===== src/include/tcc_regs.svh =====
// register offsets, field positions and reset values of the comparator block
`ifndef TCC_REGS_SVH
`define TCC_REGS_SVH
`define TCC_OFF_CTRL0   8'h00
`define TCC_OFF_CTRL1   8'h04
`define TCC_OFF_CTRL2   8'h08
`define TCC_OFF_STATUS  8'h0C
`define TCC_OFF_FLAG    8'h10
`define TCC_CTRL_RESET  8'h1F
`define TCC_BIT_EN      7
`define TCC_BIT_ROUTE   6
`define TCC_BIT_POL     5
`define TCC_EVSEL_HI    4
`define TCC_EVSEL_LO    3
`define TCC_BIT_NREF    2
`define TCC_INVSEL_HI   1
`define TCC_INVSEL_LO   0
`define TCC_NUM_CH      3
`endif


===== src/include/tcc_pkg.sv =====
// types of the comparator control block
package tcc_pkg;
  typedef enum logic [1:0] {
    TCC_EV_NONE = 2'b00,
    TCC_EV_RISE = 2'b01,
    TCC_EV_FALL = 2'b10,
    TCC_EV_ANY  = 2'b11
  } tcc_evsel_t;
  typedef enum logic [1:0] {
    TCC_INV_FOURTH  = 2'b00,
    TCC_INV_PIN_C   = 2'b01,
    TCC_INV_PIN_B   = 2'b10,
    TCC_INV_BANDGAP = 2'b11
  } tcc_invsel_t;
  // analog switch control for one channel; inv_sw is one-hot
  // {bandgap, second_channel_pin_d, second_channel_pin_b, pin_c, pin_b}
  typedef struct packed {
    logic       en;
    logic       ninv_ladder;
    logic [4:0] inv_sw;
  } tcc_afe_t;
  typedef struct packed {
    logic [2:0][7:0] ctrl;
    logic [2:0]      sync1;
    logic [2:0]      sync2;
    logic [2:0]      prev;
    logic [2:0]      flag;
    logic            ack;
    logic [31:0]     rdata;
  } tcc_state_t;
endpackage


===== src/design/tcc_top.sv =====
// triple comparator control and status logic with avalon-mm slave
//
// Chosen here: the Avalon-MM slave port and the placing of the registers.
`timescale 1ns/1ps
`include "tcc_regs.svh"
module tcc_top
  import tcc_pkg::*;
#(
  parameter int NUM_CH = `TCC_NUM_CH
) (
  // clock and reset
  input  wire logic                clk_i,
  input  wire logic                rst_i,
  // avalon-mm slave
  input  wire logic [7:0]          avs_address_i,
  input  wire logic                avs_read_i,
  input  wire logic                avs_write_i,
  input  wire logic [31:0]         avs_writedata_i,
  input  wire logic [3:0]          avs_byteenable_i,
  output logic      [31:0]         avs_readdata_o,
  output logic                     avs_waitrequest_o,
  // analog front end
  input  wire logic [2:0]          cmp_raw_i,
  output tcc_afe_t  [2:0]          afe_o,
  // remappable pins
  input  wire logic [2:0]          pin_dir_i,
  output logic      [2:0]          pin_sel_o,
  output logic      [2:0]          pin_out_o,
  output logic      [2:0]          pin_oe_o,
  // event flags
  output logic      [2:0]          event_flag_o
);

  generate
    if (NUM_CH != `TCC_NUM_CH) begin : g_chk
      $error("tcc_top serves exactly three channels");
    end
  endgenerate

  tcc_state_t s;
  tcc_state_t next_s;
  logic       req;
  logic       acc;
  logic       wr_lane;
  logic [2:0] res;
  logic [2:0] hit;
  logic [7:0] rd_mux;

  assign req = avs_read_i | avs_write_i;
  assign acc = req & s.ack;
  assign wr_lane = acc & avs_write_i & avs_byteenable_i[0];
  assign avs_waitrequest_o = req & ~s.ack;
  assign avs_readdata_o = s.rdata;
  assign event_flag_o = s.flag;
  assign pin_out_o = s.prev;

  genvar g;
  generate
    for (g = 0; g < 3; g++) begin : g_ch
      logic       en;
      logic       pol;
      tcc_evsel_t ev;
      logic [1:0] isel;
      logic       hit_g;
      logic [4:0] sw;
      assign en   = s.ctrl[g][`TCC_BIT_EN];
      assign pol  = s.ctrl[g][`TCC_BIT_POL];
      assign ev   = tcc_evsel_t'(s.ctrl[g][`TCC_EVSEL_HI:`TCC_EVSEL_LO]);
      assign isel = s.ctrl[g][`TCC_INVSEL_HI:`TCC_INVSEL_LO];
      // polarity applied to the synchronised decision
      assign res[g] = en & (s.sync2[g] ^ pol);
      always_comb begin
        case (ev)
          TCC_EV_RISE: hit_g = en & res[g] & ~s.prev[g];
          TCC_EV_FALL: hit_g = en & ~res[g] & s.prev[g];
          TCC_EV_ANY:  hit_g = en & (res[g] ^ s.prev[g]);
          default:     hit_g = 1'b0;
        endcase
      end
      assign hit[g] = hit_g;
      // one switch of the inverting side closes at a time
      always_comb begin
        sw = 5'h00;
        case (isel)
          TCC_INV_PIN_B:   sw[0] = 1'b1;
          TCC_INV_PIN_C:   sw[1] = 1'b1;
          TCC_INV_BANDGAP: sw[4] = 1'b1;
          TCC_INV_FOURTH: begin
            if (g == 1) begin
              sw[3] = 1'b1;
            end else begin
              sw[2] = 1'b1;
            end
          end
          default: sw = 5'h00;
        endcase
      end
      // enable, non-inverting source and inverting switches as one word
      assign afe_o[g] = {en, s.ctrl[g][`TCC_BIT_NREF], sw};
      assign pin_sel_o[g] = s.ctrl[g][`TCC_BIT_ROUTE];
      assign pin_oe_o[g] = pin_sel_o[g] & pin_dir_i[g];
    end
  endgenerate

  always_comb begin
    case (avs_address_i)
      `TCC_OFF_CTRL0:  rd_mux = s.ctrl[0];
      `TCC_OFF_CTRL1:  rd_mux = s.ctrl[1];
      `TCC_OFF_CTRL2:  rd_mux = s.ctrl[2];
      `TCC_OFF_STATUS: rd_mux = {5'h00, res};
      `TCC_OFF_FLAG:   rd_mux = {5'h00, s.flag};
      default:         rd_mux = 8'h00;
    endcase
  end

  always_comb begin
    next_s = s;
    next_s.sync1 = cmp_raw_i;
    next_s.sync2 = s.sync1;
    next_s.prev = res;
    next_s.ack = req & ~s.ack;
    if (wr_lane) begin
      case (avs_address_i)
        `TCC_OFF_CTRL0: next_s.ctrl[0] = avs_writedata_i[7:0];
        `TCC_OFF_CTRL1: next_s.ctrl[1] = avs_writedata_i[7:0];
        `TCC_OFF_CTRL2: next_s.ctrl[2] = avs_writedata_i[7:0];
        `TCC_OFF_FLAG:  next_s.flag = avs_writedata_i[2:0];
        default:        next_s.ctrl = s.ctrl;
      endcase
    end
    next_s.flag = next_s.flag | hit;
    if (req & ~s.ack & avs_read_i) begin
      next_s.rdata = {24'h000000, rd_mux};
    end
  end

  always_ff @(posedge clk_i) begin
    if (rst_i) begin
      s <= '0;
      s.ctrl <= {3{`TCC_CTRL_RESET}};
    end else begin
      s <= next_s;
    end
  end
endmodule


===== config.mk =====
export PLATFORM = sky130hd
export DESIGN_NAME = tcc_top
export DESIGN_NICKNAME = d
export VERILOG_FILES = /design/src/include/tcc_pkg.sv /design/src/design/tcc_top.sv
export VERILOG_INCLUDE_DIRS = /design/src /design/src/include
export SDC_FILE = /design/constraint.sdc
export NUM_CORES = 1
export LEC_CHECK = 0
export ABC_AREA = 1
export BUFFER_PORTS_ARGS = -buffer_cell sky130_fd_sc_hd__buf_4
export CAP_MARGIN = 30
export CORE_UTILIZATION = 43
export CTS_BUF_LIST = sky130_fd_sc_hd__clkbuf_16
export DETAILED_ROUTE_END_ITERATION = 10
export MAX_ROUTING_LAYER = met4
export PLACE_DENSITY = 0.77
export RECOVER_POWER = 50
export SLEW_MARGIN = 10
export SYNTH_ARGS = -nofsm -noshare
export SYNTH_HDL_FRONTEND = slang
export SYNTH_SLANG_ARGS = --single-unit

===== constraint.sdc =====
create_clock -name clk_i -period 1.1 [get_ports clk_i]
set_input_delay 0.11 -clock clk_i [delete_from_list [all_inputs] [get_ports clk_i]]
set_output_delay 0.11 -clock clk_i [all_outputs]
set_load 0.005 [all_outputs]

## Word-level counts from Yosys, hierarchy flattened

Cells that the tools add are included.

| storage, ports and cells | value |
|---|---|
| output and inout bits | 66 |
| register bits | 45 |
| logic and storage cells | 97 |
| input port bits | 54 |

| cells by class | value |
|---|---|
| muxes and demuxes | 18 |
| reductions and logical operators | 7 |
| equal/unequal tests | 22 |
| bitwise gates (word level) | 41 |

Operators with widths:

| operator | number |
|---|---|
| 8-bit case mux with 5 select lines | 1 |
| 1-bit bitwise AND | 26 |
| 2-bit == test, second input constant | 12 |
| 8-bit by 4-bit == test with 1-bit output, second input constant | 2 |
| 2-bit by 1-bit == test with 1-bit output, second input constant | 6 |
| 1-bit two-way mux | 11 |
| 1-bit case mux with 3 select lines | 3 |
| 8-bit by 3-bit == test with 1-bit output, second input constant | 1 |
| 8-bit by 5-bit == test with 1-bit output, second input constant | 1 |
| 8-bit zero test | 1 |
| 1-bit NOT | 7 |
| 2-bit zero test | 3 |
| 3-bit two-way mux | 2 |
| 2-bit AND reduction | 3 |
| 1-bit bitwise XOR | 6 |
| 3-bit OR | 1 |
| 2-bit two-way mux | 1 |
| 1-bit OR | 1 |

## Depth between registers and ports, before layout

Gate-level depths: netlist of run 1.

| logic depth | value |
|---|---|
| word-level depth | 7 |
| gate-level depth with buffers | 8 |
| gate-level depth less buffers | 8 |

## Least setup slack after synthesis of run 1

Ideal clock, no wire load.

| timing path | value |
|---|---|
| kind | register -> register |
| from | register s[32] (netlist bit) |
| to | register s, in the netlist avs_readdata_o[0] |
| stages on the path, launching flop included | 5 |
| setup slack | -0.021 ns |
| data required time | 0.981 ns |
| arrival | 1.002 ns |
| clock period less this slack | 1.121 ns |
| library setup time | 0.119 ns |
| path buffers | 0 |
| cells stage by stage | dfxtp_1 nor2_1 inv_1 a21oi_1 a21oi_1 |

| on the way | value |
|---|---|
| word-level cells in the longest chain between the ends | 3 |

RTL lines:

| element | RTL line | text |
|---|---|---|
| start, declared | tcc_top.sv:40 | `tcc_state_t s;` |
| start signal, assigned | tcc_top.sv:142 | `s <= next_s;` |
| 1-bit NOT | tcc_top.sv:132 | `if (req & ~s.ack & avs_read_i) begin` |
| 1-bit bitwise AND (2 in a row) | tcc_top.sv:132 |  |

Every way passes these cells.
A chain may end at the register's enable or synchronous reset.

## Final worst setup path of run 1

| timing path | value |
|---|---|
| from | register s, in the netlist g_ch[0].pol |
| to | register s, in the netlist event_flag_o[0] |

| on the way | value |
|---|---|
| word-level cells in the longest chain between the ends | 7 |
| elaborated cells on any way between the ends | 11 |
| those cells by class | mux (1); bitwise (10) |

RTL lines:

| element | RTL line | text |
|---|---|---|
| 1-bit bitwise XOR (*) | tcc_top.sv:71 | `assign res[g] = en & (s.sync2[g] ^ pol);` |
| 1-bit bitwise AND (*) | tcc_top.sv:71 |  |
| 1-bit NOT | tcc_top.sv:75 | `TCC_EV_FALL: hit_g = en & ~res[g] & s.prev[g];` |
| 1-bit bitwise AND (2 in a row) | tcc_top.sv:75 |  |
| 1-bit case mux with 3 select lines (*) | tcc_top.sv:73 | `case (ev)` |
| 3-bit OR (*) | tcc_top.sv:131 | `next_s.flag = next_s.flag \| hit;` |

Every way passes the cells marked *; elsewhere a longest branch is shown, timed or not.

==> summary.md, run 1 <==
| Metric | Value |
|---|---|
| Mapped Area | `2673 um^2` |
| Period utilization | `96.26%` |
| Run status | `complete, no violations` |
| Yosys synthesis warning count | `0` |
| Total length of routed wires | `about 6600 um` |
| Most instantiated library cell after synthesis | `nand2_1` |
| Final-report max-slew violation count | `0` |
| Worst skew pair latency | `0.28 ns` |
| Endpoint required time on the critical path | `1.31 ns` |
| Fraction of registers with async set or reset after synthesis | `0%` |
| Post-layout minimum cycle time | `1.059 ns` |
| Deepest level of the CTS H-tree | `2` |
| Die Footprint | `6534 um^2` |
| Setup TNS | `0 ns` |
| Number of design rule violations left after detail routing | `0` |
| Diodes inserted | `0` |
| Arrival time at the worst endpoint | `1.27 ns` |
| Total Power | `3455 uW` |
| Final design area excluding fillers | `3406 um^2` |
| Leak pwr | `about 0.0018 uW` |
| Endpoints failing setup | `0` |
| Number of input and output port buffers inserted | `65` |
| Layout overhead on the synthesized area | `27.43%` |
| Clock-pin slew on the worst setup and hold paths | `0.06 ns` |
| Clock Tree Root | `clkbuf_16` |
| Die X-Extent | `80.84 um` |
| Total overflow reported by the global router | `0` |
| First-iteration detailed-routing DRC count | `148` |
| Clock net sink count | `45` |
| Post-DR wirelength/cell | `12.62 um` |
| Synthesis-stage register bit count | `45` |
| Post-route ant nets | `0` |
| Total core area | `5956 um^2` |
| Via/cell ratio | `4.789` |
| Worst vdd rail ir drop | `0.0007306 V` |
| Post-cts hold buffer count | `0` |
| Count of max-cap constraint violations | `0` |
| Setup clock skew after layout | `0.004450 ns` |
| Dominant cells by area after synthesis | `dfxtp_1 (34%), buf_4 (14%), nand2_1 (12%), inv_1 (7.2%), nand3_1 (5.6%)` |
| Largest buffer count on any clock path | `2` |
| Number of I/O pins | `120` |
| Initial antenna violation count | `0` |
| Startpoint Class | `flop` |
| Class of the most critical hold timing path | `input pin to flop` |
| Gate count of the mapped netlist | `between 300 and 400` |
| Detailed-routing iteration count for the pre-antenna-repair pass | `4` |
| Total via count in the routed design | `2495` |
| Wire length of the first global-routing pass | `roughly 10000 um` |
| HPWL after detailed placement | `4723 um` |
| Max FO, Critical Path | `3` |
| Number of fill cells in the layout | `about 530` |
| Die boundary height | `approximately 81 um` |
| Largest net degree at the start of global routing | `28` |
| F_max | `between 0.9 and 1 GHz` |
| Fraction of final layout cells with drive strength greater than 1 | `34.75%` |
| Count of flip-flops with a built-in enable after synthesis | `0` |
| Number of clock buffers inserted by TritonCTS | `5` |
| Critical Path Sink Type | `flop` |
| Leading post-synthesis cells by instance count | `nand2_1 (83), inv_1 (51), buf_4 (50)` |
| Average size of a mapped cell | `7.033 um^2` |
| Library cell occupying the most area in the post-synthesis netlist | `dfxtp_1` |
| Total power divided by cell area | `1015 nW/um^2` |
| Worst Slack Setup Final | `0.04115 ns` |
| Most common flop cell mapped by yosys | `dfxtp_1` |
| Crit Path Category | `flop to flop` |
| Row Count | `28` |
| Portion of the post-synthesis area used by sequential elements | `approximately a third` |
| Via count of the first global-routing pass | `between 2000 and 2500` |
| Top cell type's share of synthesized area | `33.71%` |
| Setup repair after global routing missed its margin | `true` |
| Placement-stage worst setup slack | `-0.1458 ns` |
| Total routing usage reported by global routing | `between 20% and 30%` |
| Final hold violations | `0` |
| Count of unique library cells instantiated by Yosys | `28` |
| Gp weighted congestion | `0.8553` |
| Initial core utilization | `44.87%` |
| Final nets | `499` |
| Cell area reported after detailed placement | `3038 um^2` |
| CTS tree | `built` |
metal layers:
layer	global-route usage [%]	up-vias	routed length, um
met5	-	-	0
met3	4.270	8	481
met1	25.05	1130	2824
met4	7.857	0	94
met2	33.19	104	3173
li1	-	1253	-
power breakdown:
group | internal [uW] | total [uW] | leakage, uW | switching [uW]
sequential | 1650 | 1660 | 0.000365 | 12.5
clock | 825 | 1430 | 0.0000748 | 601
combinational | 154 | 366 | 0.00135 | 211
timing repair:
action	CTS	global route
pin swaps	2	5
cloned	1	1
buffers inserted	1	9
endpoints found under the setup margin	27	26
hold endpoints to repair	0	0
gates resized for setup	13	33
path summary, 6_finish.rpt:
kind | cells past startpoint | startpoint | end | slack, ns
worst max-delay path | 8 | g_ch[0].pol | event_flag_o[0] | 0.04
worst min-delay path | 3 | cmp_raw_i[0] | next_s[39] | 0.02
worst max register to register | 8 | g_ch[0].pol | event_flag_o[0] | 0.04
worst min register to register | 2 | next_s[41] | s[41] | 0.40
cells in the final DEF, fill, tap and decap left out, drive strengths merged:
cell type  Yosys  routed
o21ai         15      15
clkbuf         0       6
nand3         31      32
a21oi         21      21
nor2          44      44
o211ai        13      13
inv           55      55
nand2         87      88
clkinv         1       4
buf           58      87
nand4          6       6
dfxtp         45      45
nor3           3       3
conb           1      27
flip-flops by register name, summed over array words and instances (netlist names), 4 cells and up:
register	flops
afe_o	6
avs_readdata_o	8
g_ch.ev	6
g_ch.isel	6
s	4
worst max-delay path, stage by stage (launching register included):
cell	delay, ns
dfxtp_2	0.35
inv_1	0.07
nand2_2	0.08
nand3_2	0.10
nand2_1	0.07
nand2_1	0.05
inv_1	0.05
nand2_1	0.08
a21oi_1	0.15
cell families after synthesis:
kind of cell	after synthesis	synth area share [%]
and+or+nand+nor	171	29.12
AOI/OAI and AO/OA	49	12.64
DFF	45	33.71
other	1	0.1403
buffers and inverters	114	24.39
metrics by stage:
step                      util, %  std cells  hold WS (ns)
after floorplan                 -        406        0.2170
after global placement      51.01        501        0.3168
after detailed placement    51.01        501        0.3176
after CTS                   54.52        511       0.02218
after global routing        57.18        521       0.02692
final                       57.18        521       0.02072
layout make-up:
class / count / area (um^2) / area share, %
well taps: 75 / 93.84 / 2.755
clock inverters: 3 / 13.76 / 0.4041
multi-input cells: 249 / 1335 / 39.20
repair buffers: 88 / 693.2 / 20.35
inverters: 56 / 227.7 / 6.686
flip-flops and latches: 45 / 917.1 / 26.93
clock buffers: 5 / 125.1 / 3.674
(Power assumes the default switching activity.)
==> run 2: changes to the inputs <==
- CORE_UTILIZATION: 43 -> 51
- PLACE_DENSITY: 0.77 -> 0.86
- clock period: 1.1 -> 1.3 ns (I/O delays scaled with it)
==> summary.md, run 2 (synthesized netlist as in run 1, its figures left out) <==
| Metric | Value |
|---|---|
| Total Power | `3298 uW (-4.5%)` |
| CTS tree | `built` |
| Class of the most critical hold timing path | `input pin to flop` |
| Post-cts hold buffer count | `0 (unchanged)` |
| Period utilization | `94.22% (-2.0 points)` |
| Final hold violations | `0 (unchanged)` |
| Number of clock buffers inserted by TritonCTS | `5 (unchanged)` |
| Total power divided by cell area | `1054 nW/um^2 (+3.9%)` |
| Finished Core Util | `64.13% (+6.9 points)` |
| Highest metal layer with signal wires | `met4` |
| Critical Path Sink Type | `flop` |
| Headroom to the max-slew limit | `45.02%` |
| Clock Tree Root | `clkbuf_16` |
| Count of max-cap constraint violations | `0 (unchanged)` |
| Fraction of final layout cells with drive strength greater than 1 | `24.41% (-10 points)` |
| Count of cells along the worst register-to-register path | `6 (-2)` |
| Leading cell type in the layout, fill and taps excluded | `nand2_1` |
| Post-layout minimum cycle time | `1.225 ns (+0.1661 ns)` |
| Largest buffer count on any clock path | `2 (unchanged)` |
| Worst vdd rail ir drop | `0.0008379 V (+15%)` |
| Number of fill cells in the layout | `433 (-19%)` |
| Via/cell ratio | `5.008 (+4.6%)` |
| Final nets | `479 (-4.0%)` |
| Final-report max-slew violation count | `0 (unchanged)` |
| Total length of routed wires | `6161 um (-6.3%)` |
| Combined area of the multi-input logic cells | `1212 um^2 (-9.2%)` |
| Deepest level of the CTS H-tree | `2 (unchanged)` |
| Register-to-register setup slack | `0.08 ns (+0.03 ns)` |
| Detailed-routed wire length on met3 | `525 um (+9.1%)` |
| Gp weighted congestion | `0.9315 (+8.9%)` |
| Startpoint Class | `flop` |
| Endpoints failing setup | `0 (unchanged)` |
| Die Footprint | `5534 um^2 (-15%)` |
| WHS Endpoint | `next_s[41]` |
| Critical-path top delay cell | `dfxtp_1` |
| Number of I/O pins | `120 (unchanged)` |
| Worst path cell trace | `nand3_1 > inv_4 > nand2_2 > inv_1 > nand2_1 > o211ai_1` |
| First-iteration detailed-routing DRC count | `108 (-27%)` |
| Reg-to-Reg Start | `s[32]` |
| Reg-to-reg endpoint | `g_ch[1].ev[0]` |
| Initial core utilization | `54.77% (+9.9 points)` |
| Setup repair after global routing missed its margin | `true` |
| Crit Path Category | `flop to flop` |
| Setup TNS | `0 ns (unchanged)` |
| Met2 wire len | `2921 um (-7.9%)` |
| Die boundary height | `74.39 um (-8.0%)` |
| Number of standard cells in the final layout excluding fillers | `493 (-5.4%)` |
| Run status | `complete, no violations` |
| Wire length of the first global-routing pass | `9798 um (-0.27%)` |
| Final design area excluding fillers | `3129 um^2 (-8.1%)` |
| Row Count | `25 (-11%)` |
| Total core area | `4880 um^2 (-18%)` |
| Flip-flop count of the largest register, all copies and words added | `8 (unchanged)` |
| Max FO, Critical Path | `13 (+10)` |
| Number of input and output port buffers inserted | `65 (unchanged)` |
| Leading cell types in the layout, fill and taps excluded | `nand2_1 (83), inv_1 (51), dfxtp_1 (45)` |
| Largest net degree at the start of global routing | `28 (unchanged)` |
| Leak pwr | `0.001676 uW (-6.2%)` |
| Total instance count after detailed placement | `485 (-3.2%)` |
| Total routing usage reported by global routing | `24.62% (+4.1 points)` |
| Longest individual stage delay on the worst path | `0.36 ns (about the same)` |
| Routed metal-1 wirelength | `2572 um (-8.9%)` |
| Slew at the pin closest to its max-slew limit | `0.8247 ns` |
| Worst skew pair latency | `0.29 ns (about the same)` |
| Die X-Extent | `74.39 um (-8.0%)` |
| Clock-pin slew on the worst setup and hold paths | `0.06 ns (about the same)` |
| Detailed-routing iteration count for the pre-antenna-repair pass | `5 (+1)` |
| Arrival time at the worst endpoint | `1.44 ns (+0.17 ns)` |
| Total via count in the routed design | `2469 (-1.0%)` |
| F_max | `0.8164 GHz (-14%)` |
| Via count of the first global-routing pass | `2203 (-0.45%)` |
| Layout overhead on the synthesized area | `17.09%` |
| HPWL after detailed placement | `4740 um (+0.37%)` |
| Initial antenna violation count | `0 (unchanged)` |
| Cell area reported after detailed placement | `2953 um^2 (-2.8%)` |
| Diodes inserted | `0 (unchanged)` |
| Seq. cell area | `900.9 um^2 (-1.8%)` |
| Endpoint required time on the critical path | `1.51 ns (+0.20 ns)` |
| Setup clock skew after layout | `0.004653 ns (+0.0002030 ns)` |
| Critical hold path startpoint | `cmp_raw_i[2]` |
| Post-route ant nets | `0 (unchanged)` |
| Number of design rule violations left after detail routing | `0 (unchanged)` |
| Hold depth | `3 (unchanged)` |
| Total overflow reported by the global router | `0 (unchanged)` |
| Clock net sink count | `45 (unchanged)` |
| Post-DR wirelength/cell | `12.50 um (-0.96%)` |
==> run 2: cell count changes in the layout (fill, tap and decap cells not counted), moves of 4 or more <==
| cell | change |
|---|---|
| clkbuf_4 | +24 |
| dfxtp_2 | -13 |
| dfxtp_1 | +13 |
| buf_4 | -42 |
| nand2_1 | +4 |
==> run 2: what timing repair did <==
item | 4_1_cts | 5_1_grt
gates resized for setup | 0 | 2
buffers inserted | 0 | 0
endpoints found under the setup margin | 0 | 9
==> run 2: metrics by stage <==
stage | hold slack (ns) | worst slack (ns)
3_5_place_dp | 0.3352 | 0.03558
4_1_cts | 0.04086 | 0.04392
5_1_grt | 0.06897 | -0.02203
6_report | 0.04066 | 0.07508
2_1_floorplan | 0.2370 | 0.1786
3_3_place_gp | 0.3319 | 0.06884
==> run 2: routing by layer <==
| layer | vias up | GRT usage [%] |
|---|---|---|
| li1 | 1209 | - |
| met1 | 1096 | 28.73 |
| met2 | 150 | 40.24 |
| met3 | 14 | 6.369 |
| met4 | 0 | 9.853 |
| met5 | - | - |
==> run 2: final cells by class <==
| cell class | instances | share of cell area, % |
|---|---|---|
| multi-input combinational | 247 | 38.74 |
| sequential | 45 | 28.79 |
| tap | 67 | 2.679 |
| clock inverter | 3 | 2.079 |
| clock buffer | 5 | 3.998 |
| timing repair buffer | 70 | 16.83 |
| inverter | 56 | 6.877 |
==> run 2: worst max-delay path by stage <==
stage                           startpoint                 to  slack [ns]  depth (start not counted)
after floorplan                      s[32]  avs_readdata_o[0]        0.18                          4
after global placement    avs_address_i[1]      g_ch[1].ev[0]        0.07                          7
after detailed placement  avs_address_i[1]      g_ch[1].ev[0]        0.04                          8
after CTS                            s[32]      g_ch[0].ev[0]        0.04                          6
after global routing                 s[32]           afe_o[6]       -0.02                          6
final                                s[32]      g_ch[1].ev[0]        0.08                          6
==> run 2: critical path: cells and delay by family, from the launching register on <==
kind | cells | cell delay, ns
flops | 1 | 0.36
compound gates | 1 | 0.08
simple gates | 3 | 0.40
buf+inv | 2 | 0.32
==> run 2: where the power goes <==
group / switching [uW] / internal, uW
Clock: 538 / 1100
Sequential: 9.37 / 1400
Combinational: 156 / 101
Total: 703 / 2600
